<file path="config.mk">
export PLATFORM = sky130hd
export DESIGN_NAME = cfrs_top
export DESIGN_NICKNAME = d
export VERILOG_FILES = /design/src/inc/cfrs_pkg.sv /design/src/verilog/cfrs_lin2ms.sv /design/src/verilog/cfrs_ms_timer.sv /design/src/verilog/cfrs_top.sv
export VERILOG_INCLUDE_DIRS = /design/src /design/src/inc
export SDC_FILE = /design/constraint.sdc
export NUM_CORES = 1
export LEC_CHECK = 0
export ABC_AREA = 1
export BUFFER_PORTS_ARGS = -buffer_cell sky130_fd_sc_hd__clkbuf_2
export CAP_MARGIN = 20
export CORE_ASPECT_RATIO = 1.75
export CORE_MARGIN = 2
export CORE_UTILIZATION = 40
export CTS_CLUSTER_DIAMETER = 80
export DETAILED_ROUTE_END_ITERATION = 12
export PLACE_DENSITY = 0.53
export SLEW_MARGIN = 20
export SYNTH_ARGS = -nofsm -noshare
export SYNTH_HDL_FRONTEND = slang
export SYNTH_SLANG_ARGS = --single-unit
</file>
<file path="constraint.sdc">
create_clock -name mclk_i -period 5 [get_ports mclk_i]
set_input_delay 0.5 -clock mclk_i [delete_from_list [all_inputs] [get_ports mclk_i]]
set_output_delay 0.5 -clock mclk_i [all_outputs]
set_load 0.05 [all_outputs]
</file>
<file path="src/inc/cfrs_defs.svh">
// Command codes, field positions, reset values and timing counts of the
// converter fault-retry and status block.
// Assumes inclusion by bare name from the design files.
`ifndef CFRS_DEFS_SVH
`define CFRS_DEFS_SVH

// Command codes
`define CFRS_CMD_CLEAR_FAULTS 8'h03
`define CFRS_CMD_TON_RESP 8'h63
`define CFRS_CMD_TOFF_DELAY 8'h64
`define CFRS_CMD_TOFF_FALL 8'h65
`define CFRS_CMD_TOFF_MAX 8'h66
`define CFRS_CMD_STATUS 8'h78
`define CFRS_CMD_TIME_UNIT 8'hd2

// Fault response fields
`define CFRS_RESP_HI 7
`define CFRS_RESP_LO 6
`define CFRS_RETRY_HI 5
`define CFRS_RETRY_LO 3
`define CFRS_DELAY_HI 2
`define CFRS_DELAY_LO 0
`define CFRS_RETRY_NONE 3'h0
`define CFRS_RETRY_FOREVER 3'h7
// Output-voltage fault time unit field of the time-unit register, in ms
`define CFRS_UNIT_HI 7
`define CFRS_UNIT_LO 0

// Brief status byte bit positions
`define CFRS_ST_OFF 6
`define CFRS_ST_VOUT_OV 5
`define CFRS_ST_IOUT_OC 4
`define CFRS_ST_VIN_UV 3
`define CFRS_ST_TEMP 2
`define CFRS_ST_CML 1
`define CFRS_ST_OTHER 0

// Reset values
`define CFRS_RST_TON_RESP 8'h80
`define CFRS_RST_TIME 16'h0000
`define CFRS_RST_TIME_UNIT 16'h0001

// Timing: one millisecond at a 100 ns clock
`define CFRS_MS_TIME_NS 1000000
`define CFRS_CLK_PERIOD_NS 100
`define CFRS_CYCLES_PER_MS (`CFRS_MS_TIME_NS / `CFRS_CLK_PERIOD_NS)
`define CFRS_MS_SAT 24'hff_ffff

`endif

</file>
<file path="src/inc/cfrs_pkg.sv">
// Types of the converter fault-retry and status block.
// Assumes nothing beyond a SystemVerilog compiler.
package cfrs_pkg;

  typedef enum logic [2:0] {
    cfrs_st_off = 3'h0,
    cfrs_st_start = 3'h1,
    cfrs_st_on = 3'h2,
    cfrs_st_run_dly = 3'h3,
    cfrs_st_retry_wait = 3'h4,
    cfrs_st_latched = 3'h5,
    cfrs_st_toff_dly = 3'h6,
    cfrs_st_fall = 3'h7
  } cfrs_state_t;

  typedef enum logic [1:0] {
    cfrs_resp_ignore = 2'h0,
    cfrs_resp_run_retry = 2'h1,
    cfrs_resp_dis_retry = 2'h2,
    cfrs_resp_dis_latch = 2'h3
  } cfrs_resp_t;

endpackage

</file>
<file path="src/verilog/cfrs_lin2ms.sv">
// Linear-format (5-bit exponent, 11-bit mantissa) to whole milliseconds.
// Assumes a same-clock source; purely combinational.
`timescale 1ns/100ps
`default_nettype none
`include "cfrs_defs.svh"
module cfrs_lin2ms (
  // Linear value and result
  input wire logic [15:0] lin_i,
  output logic [23:0] ms_o
);
  logic [4:0] rshift;
  logic [23:0] mant;

  always_comb begin
    rshift = 5'(~lin_i[15:11] + 5'h01);
    mant = {14'h0000, lin_i[9:0]};
    ms_o = 24'h00_0000;
    // Negative times make no sense here and read as zero
    if (!lin_i[10]) begin
      if (!lin_i[15]) begin
        if (lin_i[14:11] > 4'hd) begin
          ms_o = `CFRS_MS_SAT;
        end else begin
          ms_o = mant << lin_i[14:11];
        end
      end else begin
        ms_o = mant >> rshift;
      end
    end
  end
endmodule
`default_nettype wire

</file>
<file path="src/verilog/cfrs_ms_timer.sv">
// Millisecond down-counter driven by a shared one-cycle millisecond tick.
// Assumes the tick comes from logic on the same clock.
`timescale 1ns/100ps
`default_nettype none
module cfrs_ms_timer (
  // Clock and reset
  input wire logic mclk_i,
  input wire logic arst_n_i,
  // Control
  input wire logic start_i,
  input wire logic tick_i,
  input wire logic [23:0] len_ms_i,
  // Result
  output logic done_o
);
  logic [23:0] cnt_q;
  logic busy_q;

  // Resolution is one tick: done comes one tick after zero, so the length may run long by up to 1 ms
  always_ff @(posedge mclk_i or negedge arst_n_i) begin
    if (!arst_n_i) begin
      cnt_q <= 24'h00_0000;
      busy_q <= 1'b0;
      done_o <= 1'b0;
    end else begin
      done_o <= 1'b0;
      if (start_i) begin
        cnt_q <= len_ms_i;
        busy_q <= 1'b1;
      end else if (busy_q && tick_i) begin
        if (cnt_q == 24'h00_0000) begin
          busy_q <= 1'b0;
          done_o <= 1'b1;
        end else begin
          cnt_q <= cnt_q - 24'h00_0001;
        end
      end
    end
  end
endmodule
`default_nettype wire

</file>
<file path="src/verilog/cfrs_top.sv">
// Turn-on timeout fault response with restart retries, turn-off delay and
// fall sequencing, turn-off time warning and the brief fault status byte.
// Assumes all inputs come from logic on mclk_i; command port is the
// device-side end of the host command decoder.
// Functional notes
// - Retry codes 4, 5, 6 give that many restarts, then latch off.
// - Code 7 retries forever until off command or other fault.
// - Restart attempts are spaced by delay field times time unit.
// - Delay field code n selects two to the n time units.
// - Same delay times keep-running response and gap between restarts.
// - Time unit length comes from the time-unit register.
// - Turn-on timeout uses the output-voltage fault time unit.
// - Turn-off delay register, linear ms, waits before ramp-down starts.
// - Fall time register, linear ms, sets ramp-down length.
// - Turn-off limit register; slow fall to 12.5% raises warning.
// - Status bit 6 set whenever output delivers no power.
// - Status bits 5, 4, 3 flag overvoltage, overcurrent, input undervoltage.
// - Status bit 2 flags any temperature fault or warning.
// - Status bit 1 flags communication, memory or logic fault.
// - Status bit 0 flags any other fault or warning.
// - Response 00 ignore, 01 run then retry, 10 disable retry, 11 latch.
// - Code 0 never restarts; 1 to 3 restart that often, then latch.
// - Latched fault clears by clear command, reset, off toggle.
`timescale 1ns/100ps
`default_nettype none
`include "cfrs_defs.svh"
module cfrs_top #(
  parameter int unsigned CYCLES_PER_MS = `CFRS_CYCLES_PER_MS
) (
  // Clock and reset
  input wire logic mclk_i,
  input wire logic arst_n_i,
  // Command port
  input wire logic [7:0] cmd_code_i,
  input wire logic cmd_wr_i,
  input wire logic cmd_rd_i,
  input wire logic [15:0] cmd_wdata_i,
  output logic [15:0] cmd_rdata_o,
  output logic cmd_rvalid_o,
  // Power stage control and feedback
  input wire logic run_req_i,
  input wire logic pgood_i,
  input wire logic ton_timeout_i,
  input wire logic vout_low_i,
  input wire logic shutdown_fault_i,
  // Fault events
  input wire logic vout_ov_i,
  input wire logic iout_oc_i,
  input wire logic vin_uv_i,
  input wire logic temp_i,
  input wire logic cml_i,
  input wire logic other_i,
  // Outputs
  output logic out_en_o,
  output logic ramp_down_o,
  output logic toff_warn_o,
  output logic fault_latched_o,
  output logic [2:0] attempts_o
);
  import cfrs_pkg::*;

  cfrs_state_t state_q, state_d;
  cfrs_resp_t resp;
  logic [7:0] ton_resp_q, delay_units, unit_ms;
  logic [15:0] toff_dly_q, toff_fall_q, toff_max_q, time_unit_q;
  logic [23:0] presc_q, seq_len, retry_ms, toff_dly_ms, toff_fall_ms, toff_max_ms;
  logic [5:0] sticky_q, events;
  logic [2:0] att_d, retries;
  logic ms_tick_q, off_q, warn_arm_q, clear_cmd, retry_ok;
  logic seq_start, seq_done, warn_done, toff_start;

  assign clear_cmd = cmd_wr_i && (cmd_code_i == `CFRS_CMD_CLEAR_FAULTS);
  assign resp = cfrs_resp_t'(ton_resp_q[`CFRS_RESP_HI:`CFRS_RESP_LO]);
  assign retries = ton_resp_q[`CFRS_RETRY_HI:`CFRS_RETRY_LO];

  assign delay_units = 8'h01 << ton_resp_q[`CFRS_DELAY_HI:`CFRS_DELAY_LO];
  assign unit_ms = (time_unit_q[`CFRS_UNIT_HI:`CFRS_UNIT_LO] == 8'h00) ? 8'h01 :
    time_unit_q[`CFRS_UNIT_HI:`CFRS_UNIT_LO];
  assign retry_ms = {8'h00, 16'(delay_units) * 16'(unit_ms)};

  assign retry_ok = (retries == `CFRS_RETRY_FOREVER) ||
    ((retries != `CFRS_RETRY_NONE) && (attempts_o < retries));

  cfrs_lin2ms u_dly (.lin_i(toff_dly_q), .ms_o(toff_dly_ms));
  cfrs_lin2ms u_fall (.lin_i(toff_fall_q), .ms_o(toff_fall_ms));
  cfrs_lin2ms u_max (.lin_i(toff_max_q), .ms_o(toff_max_ms));

  cfrs_ms_timer u_seq_tmr (.mclk_i(mclk_i), .arst_n_i(arst_n_i), .start_i(seq_start),
    .tick_i(ms_tick_q), .len_ms_i(seq_len), .done_o(seq_done));
  cfrs_ms_timer u_warn_tmr (.mclk_i(mclk_i), .arst_n_i(arst_n_i), .start_i(toff_start),
    .tick_i(ms_tick_q), .len_ms_i(toff_max_ms), .done_o(warn_done));

  // Millisecond tick shared by both timers
  always_ff @(posedge mclk_i or negedge arst_n_i) begin
    if (!arst_n_i) begin
      presc_q <= 24'h00_0000;
      ms_tick_q <= 1'b0;
    end else if (presc_q == 24'(CYCLES_PER_MS - 1)) begin
      presc_q <= 24'h00_0000;
      ms_tick_q <= 1'b1;
    end else begin
      presc_q <= presc_q + 24'h00_0001;
      ms_tick_q <= 1'b0;
    end
  end

  always_comb begin
    state_d = state_q;
    att_d = attempts_o;
    seq_start = 1'b0;
    seq_len = retry_ms;
    toff_start = 1'b0;
    case (state_q)
      cfrs_st_off: begin
        if (run_req_i && !shutdown_fault_i) begin
          state_d = cfrs_st_start;
        end
      end
      cfrs_st_start: begin
        if (!run_req_i) begin
          state_d = cfrs_st_off;
          att_d = 3'h0;
        end else if (shutdown_fault_i) begin
          state_d = cfrs_st_latched;
        end else if (pgood_i) begin
          state_d = cfrs_st_on;
          att_d = 3'h0;
        end else if (ton_timeout_i) begin
          case (resp)
            cfrs_resp_ignore: begin
              state_d = cfrs_st_start;
            end
            cfrs_resp_run_retry: begin
              state_d = cfrs_st_run_dly;
              seq_start = 1'b1;
            end
            cfrs_resp_dis_retry: begin
              state_d = retry_ok ? cfrs_st_retry_wait : cfrs_st_latched;
              seq_start = retry_ok;
            end
            default: begin
              state_d = cfrs_st_latched;
            end
          endcase
        end
      end
      cfrs_st_run_dly: begin
        if (!run_req_i) begin
          state_d = cfrs_st_toff_dly;
          seq_start = 1'b1;
          seq_len = toff_dly_ms;
          toff_start = 1'b1;
        end else if (shutdown_fault_i) begin
          state_d = cfrs_st_latched;
        end else if (seq_done) begin
          // Run delay over: power good resumes on, else retry or latch
          if (pgood_i) begin
            state_d = cfrs_st_on;
            att_d = 3'h0;
          end else begin
            state_d = retry_ok ? cfrs_st_retry_wait : cfrs_st_latched;
            seq_start = retry_ok;
          end
        end
      end
      cfrs_st_retry_wait: begin
        // Off command or other fault ends retrying
        if (!run_req_i) begin
          state_d = cfrs_st_off;
          att_d = 3'h0;
        end else if (shutdown_fault_i) begin
          state_d = cfrs_st_latched;
        end else if (seq_done) begin
          state_d = cfrs_st_start;
          att_d = (attempts_o == 3'h7) ? 3'h7 : attempts_o + 3'h1;
        end
      end
      cfrs_st_on: begin
        if (!run_req_i) begin
          state_d = cfrs_st_toff_dly;
          seq_start = 1'b1;
          seq_len = toff_dly_ms;
          toff_start = 1'b1;
        end else if (shutdown_fault_i) begin
          state_d = cfrs_st_latched;
        end
      end
      cfrs_st_toff_dly: begin
        if (shutdown_fault_i) begin
          state_d = cfrs_st_latched;
        end else if (seq_done) begin
          state_d = cfrs_st_fall;
          seq_start = 1'b1;
          seq_len = toff_fall_ms;
        end
      end
      cfrs_st_fall: begin
        if (seq_done || shutdown_fault_i) begin
          state_d = cfrs_st_off;
        end
      end
      default: begin
        // Clear by command or off toggle
        if (clear_cmd || !run_req_i) begin
          state_d = cfrs_st_off;
          att_d = 3'h0;
        end
      end
    endcase
  end

  always_ff @(posedge mclk_i or negedge arst_n_i) begin
    if (!arst_n_i) begin
      state_q <= cfrs_st_off;
      attempts_o <= 3'h0;
      out_en_o <= 1'b0;
      ramp_down_o <= 1'b0;
      fault_latched_o <= 1'b0;
      off_q <= 1'b1;
    end else begin
      state_q <= state_d;
      attempts_o <= att_d;
      out_en_o <= (state_d == cfrs_st_start) || (state_d == cfrs_st_on) ||
        (state_d == cfrs_st_run_dly) || (state_d == cfrs_st_toff_dly) ||
        (state_d == cfrs_st_fall);
      ramp_down_o <= (state_d == cfrs_st_fall);
      fault_latched_o <= (state_d == cfrs_st_latched);
      off_q <= !((state_d == cfrs_st_on) || (state_d == cfrs_st_run_dly) ||
        (state_d == cfrs_st_toff_dly));
    end
  end

  // Turn-off time warning; a zero limit disables the check
  always_ff @(posedge mclk_i or negedge arst_n_i) begin
    if (!arst_n_i) begin
      warn_arm_q <= 1'b0;
      toff_warn_o <= 1'b0;
    end else begin
      if (toff_start) begin
        warn_arm_q <= (toff_max_ms != 24'h00_0000);
      end else if (vout_low_i || warn_done) begin
        warn_arm_q <= 1'b0;
      end
      if (warn_arm_q && warn_done && !vout_low_i) begin
        toff_warn_o <= 1'b1;
      end else if (clear_cmd) begin
        toff_warn_o <= 1'b0;
      end
    end
  end

  assign events = {vout_ov_i, iout_oc_i, vin_uv_i, temp_i, cml_i,
    other_i || ton_timeout_i || (warn_arm_q && warn_done && !vout_low_i)};

  // Sticky status: a new event wins over a clear in the same cycle
  generate
    for (genvar i = 0; i < 6; i++) begin : g_sticky
      always_ff @(posedge mclk_i or negedge arst_n_i) begin
        if (!arst_n_i) begin
          sticky_q[i] <= 1'b0;
        end else if (events[i]) begin
          sticky_q[i] <= 1'b1;
        end else if (clear_cmd ||
          (cmd_wr_i && (cmd_code_i == `CFRS_CMD_STATUS) && cmd_wdata_i[i])) begin
          sticky_q[i] <= 1'b0;
        end
      end
    end
  endgenerate

  // Configuration writes; writes to unknown or read-only codes are dropped
  always_ff @(posedge mclk_i or negedge arst_n_i) begin
    if (!arst_n_i) begin
      ton_resp_q <= `CFRS_RST_TON_RESP;
      toff_dly_q <= `CFRS_RST_TIME;
      toff_fall_q <= `CFRS_RST_TIME;
      toff_max_q <= `CFRS_RST_TIME;
      time_unit_q <= `CFRS_RST_TIME_UNIT;
    end else if (cmd_wr_i) begin
      if (cmd_code_i == `CFRS_CMD_TON_RESP) begin
        ton_resp_q <= cmd_wdata_i[7:0];
      end else if (cmd_code_i == `CFRS_CMD_TOFF_DELAY) begin
        toff_dly_q <= cmd_wdata_i;
      end else if (cmd_code_i == `CFRS_CMD_TOFF_FALL) begin
        toff_fall_q <= cmd_wdata_i;
      end else if (cmd_code_i == `CFRS_CMD_TOFF_MAX) begin
        toff_max_q <= cmd_wdata_i;
      end else if (cmd_code_i == `CFRS_CMD_TIME_UNIT) begin
        time_unit_q <= cmd_wdata_i;
      end
    end
  end

  // Reads answer one cycle later; unknown codes read zero
  always_ff @(posedge mclk_i or negedge arst_n_i) begin
    if (!arst_n_i) begin
      cmd_rdata_o <= 16'h0000;
      cmd_rvalid_o <= 1'b0;
    end else begin
      cmd_rvalid_o <= cmd_rd_i;
      if (cmd_rd_i) begin
        if (cmd_code_i == `CFRS_CMD_TON_RESP) begin
          cmd_rdata_o <= {8'h00, ton_resp_q};
        end else if (cmd_code_i == `CFRS_CMD_TOFF_DELAY) begin
          cmd_rdata_o <= toff_dly_q;
        end else if (cmd_code_i == `CFRS_CMD_TOFF_FALL) begin
          cmd_rdata_o <= toff_fall_q;
        end else if (cmd_code_i == `CFRS_CMD_TOFF_MAX) begin
          cmd_rdata_o <= toff_max_q;
        end else if (cmd_code_i == `CFRS_CMD_TIME_UNIT) begin
          cmd_rdata_o <= time_unit_q;
        end else if (cmd_code_i == `CFRS_CMD_STATUS) begin
          cmd_rdata_o <= {8'h00, 1'b0, off_q, sticky_q};
        end else begin
          cmd_rdata_o <= 16'h0000;
        end
      end
    end
  end
endmodule
`default_nettype wire
</file>
==> metrics.md, run 1 <==
| Metric | Value |
|---|---|
| TritonCTS Buffers | 17 |
| Endpoint type of the worst setup path | register |
| IO buf count | 62 |
| Crit Path Max Fanout | 6 |
| Post-synth ARST share | 1.00 |
| DIE WIDTH | about 150 um |
| Core area | 39300 um2 |
| Gpl congestion | 1.00 |
| Top Layer Used | met5 |
| Wire per inst | around 20 um |
| Crit path launch | ton_resp_q[0] |
| CTS root buf | clkbuf_16 |
| Worst-margin pin slew | 1050 ps |
| Comb pwr share | 0.316 |
| Die Y | 268 um |
| Max Buffers Root-to-Sink | 2 |
| Synth cell types | 62 |
| Layout cells sized above 1 | 0.0831 |
| Critical path required time | approximately 5400 ps |
| Hold slack | approximately 6.1 ps |
| Syn nets | between 2k and 3k |
| Min Tclk post-route | ~4800 ps |
| Global route overflow | 0 |
| DRC Markers | 0 |
| Clock network power share | 0.294 |
| Relative slew slack | 0.297 |
| Reg2reg path depth | 22 |
| Switching share of total power | 0.426 |
| Met3 WL | 1.76 mm |
| DRT Pass-1 Iters | 6 |
| Post-synthesis mux area share | 0 |
| Setup_tns | 0 ps |
| Vias per std cell | 5.49 |
| Global-route usage over all layers | 0.291 |
| Die area | 41600 um2 |
| Mapped Avg Cell Area | 6.55 um2 |
| Adder-Cell Fraction of Synth Area | 0.0883 |
| TritonCTS clock tree | done |
| Number of hold violations in the final report | 0 |
| I/O pins | 63 |
| Area grow syn2layout | 8.89% |
| Clk slew on worst S/H paths | 90 ps |
| Critical Path AT | 5120 ps |
| Cell Area, Synth | 16000 um2 |
| Gate Count Post-Synth | between 2k and 2.5k |
| CTS Sinks | 184 |
| Worst Setup Path Type | register to register |
| Global-route wire length before repair | 91.6 mm |
| Vias | 16.2k |
| Period utilisation layout | 0.950 |
| Nets | 2585 |
| Final setup violation count | 0 |
| Worst setup SP type | register |
| Seq pwr share | 0.390 |
| Vias in the first global route | around 16k |
| Post-Synth XOR/XNOR Area | 0.0327 |
| Ant. Diodes | 0 |
| Reg2reg start | ton_resp_q[0] |
| Leak pwr | 8.94 nW |
| Largest family of logic cells by synthesized area | simple AND/OR/NAND/NOR gates |
| Complex-gate fraction of the synthesized area | 0.122 |
| Hold crit path type | input pin to asynchronous set/reset pin |
| Peak supply drop | approximately 0.18 mV |
| Row count | 96 |
| Leading cell types in the layout, fill and taps excluded | nand2_1 (693), inv_1 (284), nand3_1 (279) |
| Initial antenna violation count | 1 |
| Fin. max-slew vios | 0 |
| F_max | about 210 MHz |
| Pwr Density | 294 nW/um2 |
| Detail Route Antenna Nets | 0 |
| Wire length on met1 | 21.0 mm |
| Switching power | 2.18 mW |
| RSZ-0062 raised after global routing | true |
| Internal | about 2.9 mW |
| Synth warn | 0 |
| Synth Area in Simple Gates | 0.368 |
| Largest net degree at the start of global routing | 113 |
| #FFs+latches synth | ~180 |
| Starting DRT DRC Count | roughly 1.1k |
| Met2 WL | 31.8 mm |
| Sequential area share after synthesis | 0.289 |
| Max Cap Viol | 0 |
| Clock skew | roughly 13 ps |
| Number of synthesized flops with an enable pin | 0 |
| Status | complete, no violations |
| Worst-skew pair later-pin latency | 480 ps |
| Total Wirelength | 59.4 mm |
| # H-tree levels | 4 |
| Final HPWL DP | around 48 mm |
| Commonest non-fill, non-tap cell in the layout | nand2_1 |
| Main synth FF type | dfrtp_1 |
| Starting Density | 0.406 |
metrics by stage:
step	utilization	instances	setup slack, ps	area, um2	power, mW
after floorplan	-	2434	488	16000	3.13
after global placement	0.424	2924	192	16700	3.60
after detailed placement	0.424	2925	133	16700	3.62
after CTS	0.441	2957	91.4	17300	5.13
after global routing	0.442	2958	-33.9	17400	5.44
final	0.442	2958	248	17400	5.11
timing repair:
action / CTS / global route
setup endpoints to repair: 0 / 9
setup buffers: 0 / 1
gates resized for setup: 0 / 13
hold buffers: 0 / 0
final cells by class:
| cell class | instances | area (um2) |
|---|---|---|
| well taps | 490 | 613 |
| multi-input cells | 1849 | 9800 |
| repair buffers | 86 | 512 |
| fillers | 4163 | 21900 |
| clock inverters | 15 | 215 |
| clock buffers | 17 | 425 |
| inverters | 317 | 1200 |
| flip-flops and latches | 184 | 4610 |
cell families (layout without fill, tap and decap cells):
| kind of cell | count (synthesis) | in the layout |
|---|---|---|
| adders and majority gates | 91 | 91 |
| xor gates and xnor gates | 57 | 57 |
| buffers and inverters | 401 | 435 |
| and+or+nand+nor | 1356 | 1356 |
| DFF | 184 | 184 |
| AOI/OAI and AO/OA | 345 | 345 |
final timing paths:
path                                           end  slack (ps)
max in group asynchronous            ton_resp_q[2]        3850
worst min register to register     time_unit_q[13]         490
worst min-delay path                toff_max_q[10]           6
worst max register to register  u_seq_tmr.cnt_q[9]         250
worst max-delay path            u_seq_tmr.cnt_q[9]         250
min in group mclk_i                    sticky_q[5]         240
registers in the layout (all words and copies together), names as in the netlist, 3 cells and up:
signal	count
toff_max_q	16
u_seq_tmr.cnt_q	24
u_warn_tmr.cnt_q	24
sticky_q	6
toff_dly_q	16
state_q	3
toff_fall_q	16
ton_resp_q	8
attempts_o	3
cmd_rdata_o	16
presc_q	24
time_unit_q	16
synthesized netlist by cell type (6+ instances only):
master    number  area, um2
a21oi_1       64        320
a31oi_1       11       68.8
buf_1          6       22.5
buf_2         36        180
clkbuf_1      35        131
clkinv_1       7       26.3
dfrtp_1      181       4530
fa_1          36        721
ha_1          55        688
inv_1        284       1070
inv_2         24       90.1
nand2_1      693       2600
nand3_1      279       1400
nand4_1       46        288
nor2_1       238        893
nor2_2         7       43.8
nor3_1        41        205
nor4_1        16        100
o211ai_1      16        120
o21ai_0      178        891
o21ai_1       22        110
o22ai_1       10       62.6
o31ai_1        6       45.0
or2_2          9       56.3
xnor2_1        9       78.8
xor2_1        45        394
worst max-delay path, cell delays in order, from the launching register on:
cell and delay (ps):
dfrtp_2 430, inv_1 150, nor3_4 230, inv_1 80, nor2_1 110, fa_1 460
fa_1 540, fa_1 560, inv_1 60, fa_1 530, inv_1 40, ha_1 330
inv_1 90, o21ai_0 120, nor2_1 120, nand2_1 90, or2_2 290, nand3_1 70
nand3_1 80, nor2_1 90, nand2_1 70, nand3_1 60, nand2_1 50
power groups by stage:
stage | clock network [mW] | registers (mW) | logic [mW]
after floorplan | 0 | 1.95 | 1.18
after global placement | 0 | 2.01 | 1.59
after detailed placement | 0 | 2.01 | 1.61
after CTS | 1.53 | 1.99 | 1.62
after global routing | 1.58 | 2.02 | 1.84
final | 1.50 | 1.99 | 1.62
layer usage:
metal | vias to the layer above | global-route usage
met1 | 7681 | 0.288
met5 | - | 0
met3 | 170 | 0.0292
met2 | 433 | 0.556
met4 | 2 | 0.211
li1 | 7956 | -
Power figures use the tool's default switching activity.
==> inputs of run 2 (changes only) <==
Settings changed: CORE_UTILIZATION 40 to 45, PLACE_DENSITY 0.53 to 0.58, RECOVER_POWER set to 50.
==> run 2 against run 1 <==
The run now ends with capacitance limit, slew limit left. Final area down 0.31%. Clock power is essentially flat. Critical path depth is the same. Worst setup slack better by 34 ps. Via count grew 0.34%. Clock skew is 2.7 ps higher. Core utilization grew 5.2 points. Non-clock buffer count did not move.
==> metrics.md, run 2 (synthesis gave the netlist of run 1 again) <==
| Metric | Value |
|---|---|
| Status | complete, but fails checks (was complete, no violations) |
| Failing checks | capacitance limit, slew limit |
| Hold crit path type | input pin to register (was input pin to asynchronous set/reset pin) |
| Nets | 2585 (unchanged) |
| I/O pins | 63 (unchanged) |
| Final setup violation count | 0 (unchanged) |
| Min-delay src | temp_i |
| Final instance area | 17300 um2 (was 17400 um2) |
| Vias per std cell | 5.56 (was 5.49) |
| CP Cell Sequence | inv_1 > nor3_2 > inv_1 > buf_4 > nor2_1 > fa_1 > fa_1 > fa_1 > inv_1 > fa_1 > inv_1 > ha_1 > nand2_1 > nor2_1 > nand2_1 > nand3_2 > nand2_1 > a21o_1 > nand3_1 > nand4_1 > nand2_1 > nand2_1 (was inv_1 > nor3_4 > inv_1 > nor2_1 > fa_1 > fa_1 > fa_1 > inv_1 > fa_1 > inv_1 > ha_1 > inv_1 > o21ai_0 > nor2_1 > nand2_1 > or2_2 > nand3_1 > nand3_1 > nor2_1 > nand2_1 > nand3_1 > nand2_1) |
| Hold buffers post-CTS | 0 (unchanged) |
| Number of hold violations in the final report | 0 (unchanged) |
| Area grow syn2layout | 8.56% (was 8.89%) |
| Die area | 37000 um2 (was 41600 um2) |
| Pwr Density | 293 nW/um2 (was 294 nW/um2) |
| Crit Path Max Fanout | 6 (unchanged) |
| Min Tclk post-route | 4720 ps (was 4750 ps) |
| Endpoint type of the worst setup path | register (unchanged) |
| Starting DRT DRC Count | 1120 (was 1143) |
| Relative slew slack | -1.74 (was 0.297) |
| Worst reg-to-reg setup slack | 280 ps (was 250 ps) |
| Critical Path AT | 5090 ps (was 5120 ps) |
| TritonCTS clock tree | done (unchanged) |
| Starting Density | 0.455 (was 0.406) |
| Clk slew on worst S/H paths | 90 ps (about the same) |
| Initial antenna violation count | 0 (was 1) |
| Worst setup SP type | register (unchanged) |
| DRT Pass-1 Iters | 6 (unchanged) |
| Peak supply drop | 0.241 mV (was 0.182 mV) |
| Crit-path leading delay family | adder cells (unchanged) |
| Largest net degree at the start of global routing | 99 (was 113) |
| DIE WIDTH | 146 um (was 155 um) |
| Placed insts | 2898 (was 2925) |
| CP Buf/Inv Count | 5 (unchanged) |
| Reg2reg path depth | 22 (unchanged) |
| # H-tree levels | 4 (unchanged) |
| Layout cells sized above 1 | 0.0839 (was 0.0831) |
| Ant. Diodes | 0 (unchanged) |
| DRC Markers | 0 (unchanged) |
| Worst-margin pin slew | 4110 ps (was 1050 ps) |
| Commonest non-fill, non-tap cell in the layout | nand2_1 (unchanged) |
| Period utilisation layout | 0.943 (was 0.950) |
| Worst-skew pair later-pin latency | 470 ps (was 480 ps) |
| Met2 WL | 30.5 mm (was 31.8 mm) |
| Critical-path top delay cell | fa_1 (unchanged) |
| Vias in the first global route | 16.3k (was 16.2k) |
| Leak pwr | 8.95 nW (was 8.94 nW) |
| CTS root buf | clkbuf_16 (unchanged) |
| Fill cells | 3722 (was 4163) |
| Final HPWL DP | 46.8 mm (was 47.8 mm) |
| Hold Crit Depth | 3 |
| Top cell by count, worst path | nand2_1 (was inv_1) |
| Setup_tns | 0 ps (unchanged) |
| Die Y | 253 um (was 268 um) |
| F_max | 212 MHz (was 210 MHz) |
| Vias | 16.3k (was 16.2k) |
| Row count | 91 (was 96) |
| Fin. max-slew vios | 87 (was 0) |
| Global-route usage over all layers | 0.320 (was 0.291) |
| IO buf count | 62 (unchanged) |
| Leading cell types in the layout, fill and taps excluded | nand2_1 (693), inv_1 (281), nand3_1 (278) (was nand2_1 (693), inv_1 (284), nand3_1 (279)) |
| Placed cell areas | 16600 um2 (was 16700 um2) |
| Final core utilization | 0.494 (was 0.442) |
| Non-Filler Instances | 2933 (was 2958) |
| CTS Sinks | 184 (unchanged) |
| Core area | 35100 um2 (was 39300 um2) |
| Worst R2R End | u_seq_tmr.cnt_q[15] (was u_seq_tmr.cnt_q[9]) |
| Max Buffers Root-to-Sink | 2 (unchanged) |
| Met3 WL | 2.11 mm (was 1.76 mm) |
| TritonCTS Buffers | 17 (unchanged) |
| Global-route wire length before repair | 90.6 mm (was 91.6 mm) |
| Biggest regs | presc_q x24, u_seq_tmr.cnt_q x24, u_warn_tmr.cnt_q x24 (unchanged) |
| Hold Path Sink | sticky_q[2] |
| Detail Route Antenna Nets | 0 (unchanged) |
| Wire per inst | 19.9 um (was 20.1 um) |
| Global route overflow | 0 (unchanged) |
| Wire length on met1 | 20.1 mm (was 21.0 mm) |
| Reg2reg start | ton_resp_q[1] (was ton_resp_q[0]) |
| Critical path required time | 5370 ps (was 5360 ps) |
| Top Layer Used | met4 (was met5) |
| Total Wirelength | 58.4 mm (was 59.4 mm) |
| Worst Setup Path Type | register to register (unchanged) |
| Max Cap Viol | 1 (was 0) |
| Clock skew | 15.9 ps (was 13.2 ps) |
| Gpl congestion | 1.02 (was 1.00) |
| Total chip power | 5.08 mW (was 5.11 mW) |
| CP peak stage delay | 550 ps (was 560 ps) |
==> run 2: cell types whose count changed in the layout (fill, tap and decap cells not counted), moves of 2 or more <==
cell	previous run	this run
inv_6	0	3
inv_2	24	27
inv_1	284	281
clkinv_4	4	2
==> run 2: area by class of cell <==
class                   count  area, um2  area share
multi-input cells        1849       9780       0.565
flip-flops and latches    184       4610       0.266
inverters                 317       1200      0.0691
well taps                 465        582      0.0336
repair buffers             86        509      0.0294
clock buffers              17        425      0.0246
clock inverters            15        209      0.0121
==> run 2: through the flow <==
stage | hold slack (ps) | setup WS, ps
6_report | 243 | 283
4_1_cts | 78.0 | 65.2
3_3_place_gp | 468 | 148
5_1_grt | 245 | -52.0
2_1_floorplan | 204 | 488
3_5_place_dp | 475 | 101
==> run 2: per-layer routing <==
| layer | GRT usage | up-vias |
|---|---|---|
| met5 | 0 | - |
| met3 | 0.0314 | 211 |
| met4 | 0.257 | 0 |
| met1 | 0.315 | 7623 |
| met2 | 0.603 | 511 |
| li1 | - | 7952 |
==> run 2: worst max path at each step <==
stage / slack [ps] / startpoint / end / cells after the start
3_3_place_gp: 150 / ton_resp_q[0] / u_seq_tmr.cnt_q[15] / 22
3_5_place_dp: 100 / ton_resp_q[0] / u_seq_tmr.cnt_q[15] / 22
4_1_cts: 70 / ton_resp_q[0] / u_seq_tmr.cnt_q[15] / 22
2_1_floorplan: 490 / ton_resp_q[0] / u_seq_tmr.cnt_q[9] / 22
5_1_grt: -50 / ton_resp_q[0] / u_seq_tmr.cnt_q[9] / 22
6_report: 280 / ton_resp_q[1] / u_seq_tmr.cnt_q[15] / 22
==> run 2: worst reg2reg max path: stages, from the launching register on <==
cell	delay, ps
dfrtp_2	440
inv_1	150
nor3_2	190
inv_1	90
buf_4	160
nor2_1	160
fa_1	460
fa_1	540
fa_1	550
inv_1	50
fa_1	530
inv_1	40
ha_1	350
nand2_1	90
nor2_1	100
nand2_1	70
nand3_2	100
nand2_1	80
a21o_1	180
nand3_1	60
nand4_1	100
nand2_1	90
nand2_1	40
==> run 2: repair_timing <==
item | CTS | global route
resized for setup | 0 | 19
setup endpoints to repair | 0 | 9
setup buffers | 0 | 3
==> run 2: report_power, final <==
part           internal [mW]  leakage (nW)  switching [mW]
Sequential              1.71          2.39           0.280
Combinational          0.520          6.25            1.08
Clock                  0.698         0.304           0.791
Total                   2.93          8.95            2.15
==> inputs of run 3 (changes only) <==
Settings changed: PLACE_DENSITY 0.58 to unset.
==> run 3 against run 2 <==
Final cell count barely moved. Global-route usage barely moved. Final area rose by 0.50%. Non-clock buffer count rose by 1. Combinational power barely moved. Fmax fell by 1.3%. Largest power group unchanged. First-iteration DRC count rose by 2.9%. Worst setup slack got worse by 61 ps. The flow still finishes with violations (capacitance limit, slew limit). Die area did not move.
==> metrics.md, run 3 (synthesis gave the netlist of run 1 again) <==
| Metric | Value |
|---|---|
| Status | complete, but fails checks (unchanged) |
| Failing checks | capacitance limit, slew limit (unchanged) |
| Max Buffers Root-to-Sink | 2 (unchanged) |
| Largest net degree at the start of global routing | 111 (was 99) |
| I/O pins | 63 (unchanged) |
| Pwr Density | 293 nW/um2 (about the same) |
| Internal | 3.05 mW (was 2.93 mW) |
| Vias per std cell | 5.56 (about the same) |
| Leak pwr | 8.95 nW (about the same) |
| Crit Path Max Fanout | 6 (unchanged) |
| CTS Sinks | 184 (unchanged) |
| Switching power | 2.05 mW (was 2.15 mW) |
| Hold crit path type | input pin to register (unchanged) |
| Worst setup SP type | register (unchanged) |
| Core area | 35100 um2 (unchanged) |
| Die Y | 253 um (unchanged) |
| Min-delay src | cml_i (was temp_i) |
| Die area | 37000 um2 (unchanged) |
| Global-route usage over all layers | 0.319 (was 0.320) |
| Switching share of total power | 0.402 (was 0.424) |
| Critical path required time | 5350 ps (was 5370 ps) |
| # H-tree levels | 4 (unchanged) |
| RSZ-0062 raised after global routing | false |
| Final HPWL DP | 46.6 mm (was 46.8 mm) |
| Total Wirelength | 58.3 mm (was 58.4 mm) |
| Comb pwr share | 0.319 (was 0.315) |
| Worst-margin pin slew | 4270 ps (was 4110 ps) |
| Worst-skew pair later-pin latency | 460 ps (was 470 ps) |
| Critical Path AT | 5130 ps (was 5090 ps) |
| Area grow syn2layout | 9.10% (was 8.56%) |
| DRT Pass-1 Iters | 6 (unchanged) |
| DIE WIDTH | 146 um (unchanged) |
| TritonCTS clock tree | done (unchanged) |
| Min Tclk post-route | 4780 ps (was 4720 ps) |
| Clk slew on worst S/H paths | 70 ps (was 90 ps) |
| Vias | 16.3k (about the same) |
| CTS root buf | clkbuf_16 (unchanged) |
| Fill cells | 3772 (was 3722) |
| Vias in the first global route | 16.4k (was 16.3k) |
| Max Cap Viol | 1 (unchanged) |
| IO buf count | 62 (unchanged) |
| Hold Crit Depth | 3 (unchanged) |
| Detail Route Antenna Nets | 0 (unchanged) |
| Clock network power share | 0.291 (was 0.293) |
| Global-route wire length before repair | 90.7 mm (was 90.6 mm) |
| Crit path launch | ton_resp_q[1] (unchanged) |
| Worst Setup Path Type | register to register (unchanged) |
| Relative slew slack | -1.85 (was -1.74) |
| Fin. max-slew vios | 75 (was 87) |
| Global route overflow | 0 (unchanged) |
| F_max | 209 MHz (was 212 MHz) |
| Commonest non-fill, non-tap cell in the layout | nand2_1 (unchanged) |
| Seq pwr share | 0.390 (was 0.392) |
| Initial antenna violation count | 0 (unchanged) |
| Peak supply drop | 0.238 mV (was 0.241 mV) |
| Period utilisation layout | 0.956 (was 0.943) |
| Ant. Diodes | 0 (unchanged) |
| Non-Filler Instances | 2934 (was 2933) |
| Nets | 2586 (was 2585) |
| Wire per inst | 19.9 um (about the same) |
| Placed insts | 2897 (was 2898) |
| Setup_tns | 0 ps (unchanged) |
| Biggest regs | presc_q x24, u_seq_tmr.cnt_q x24, u_warn_tmr.cnt_q x24 (unchanged) |
| Final setup violation count | 0 (unchanged) |
| Leading cell types in the layout, fill and taps excluded | nand2_1 (692), inv_1 (278), nand3_1 (277) (was nand2_1 (693), inv_1 (281), nand3_1 (278)) |
| Endpoint type of the worst setup path | register (unchanged) |
| TritonCTS Buffers | 17 (unchanged) |
| Clock skew | 13.0 ps (was 15.9 ps) |
| Reg2reg start | ton_resp_q[1] (unchanged) |
| DRC Markers | 0 (unchanged) |
| Reg2reg path depth | 22 (unchanged) |
| Row count | 91 (unchanged) |
| Number of hold violations in the final report | 0 (unchanged) |
| Starting DRT DRC Count | 1153 (was 1120) |
| Layout cells sized above 1 | 0.0887 (was 0.0839) |
| Gpl congestion | 0.999 (was 1.02) |
| Starting Density | 0.455 (unchanged) |
[run 3: cell types whose count changed in the layout (fill, tap and decap cells not counted), moves of 3 or more]
cell        before  now
clkinv_8         6    0
clkbuf_1         1    5
inv_12           4    0
bufinv_16        0    3
clkinvlp_4       0    3
ha_1            55   52
ha_4             0    3
inv_1          281  278
nor2_1         236  233
nor2_2           9   12
nor3_4           0    3
[run 3: path summary, 6_finish.rpt]
check	slack [ps]	endpoint
min in group asynchronous	1510	toff_max_q[12]
min reg2reg	490	cmd_rdata_o[5]
max	220	u_seq_tmr.cnt_q[15]
max in group asynchronous	1020	u_seq_tmr.cnt_q[8]
max reg2reg	220	u_seq_tmr.cnt_q[15]
min	260	sticky_q[1]
[run 3: final cells by class]
| cell class | count | area (um2) | share of cell area |
|---|---|---|---|
| sequential | 184 | 4610 | 0.265 |
| inverter | 317 | 1200 | 0.0692 |
| timing repair buffer | 87 | 520 | 0.0299 |
| tap | 465 | 582 | 0.0334 |
| clock buffer | 21 | 450 | 0.0259 |
| clock inverter | 11 | 164 | 0.00942 |
| multi-input combinational | 1849 | 9870 | 0.567 |
[run 3: metal layers]
layer | up-vias | global-route usage | routed length, um
met5 | - | 0 | 0
met2 | 535 | 0.597 | 30500
met4 | 0 | 0.261 | 5610
met3 | 211 | 0.0411 | 2250
met1 | 7616 | 0.312 | 19900
li1 | 7955 | - | -
[run 3: per-stage QoR]
step,hold WS [ps],setup WS [ps],utilization,instance area [um2],total power [mW]
global route,271,26.2,0.496,17400,5.43
detailed placement,477,76.3,0.474,16600,3.60
finish,265,222,0.496,17400,5.10
CTS,60.6,53.6,0.491,17200,5.10
floorplan,204,488,-,16000,3.13
global placement,468,149,0.474,16600,3.57
[run 3: repair_timing]
action,4_1_cts,5_1_grt
setup endpoints to repair,0,7
gates resized for setup,0,34
setup buffers,0,5
hold buffers,0,0
endpoints found under the hold margin,0,0
[run 3: worst max-delay path, cell delays in order, from the launching register on]
cell	delay, ps
dfrtp_2	440
clkinvlp_4	220
nor3_4	240
inv_1	80
buf_4	160
nor2_1	130
fa_1	470
fa_1	520
fa_1	570
inv_1	60
fa_1	530
inv_1	60
ha_4	280
nand2_1	70
nor2_1	100
nand2_1	70
nand3_2	100
nand2_1	80
a21o_1	180
nand3_1	60
nand4_1	90
nand2_1	90
nand2_1	50
[run 3: power by group through the flow]
stage / Clock, mW / Combinational [mW] / Sequential (mW)
3_5_place_dp: 0 / 1.59 / 2.01
6_report: 1.48 / 1.63 / 1.99
2_1_floorplan: 0 / 1.18 / 1.95
3_3_place_gp: 0 / 1.57 / 2.00
5_1_grt: 1.56 / 1.85 / 2.02
4_1_cts: 1.51 / 1.60 / 1.98
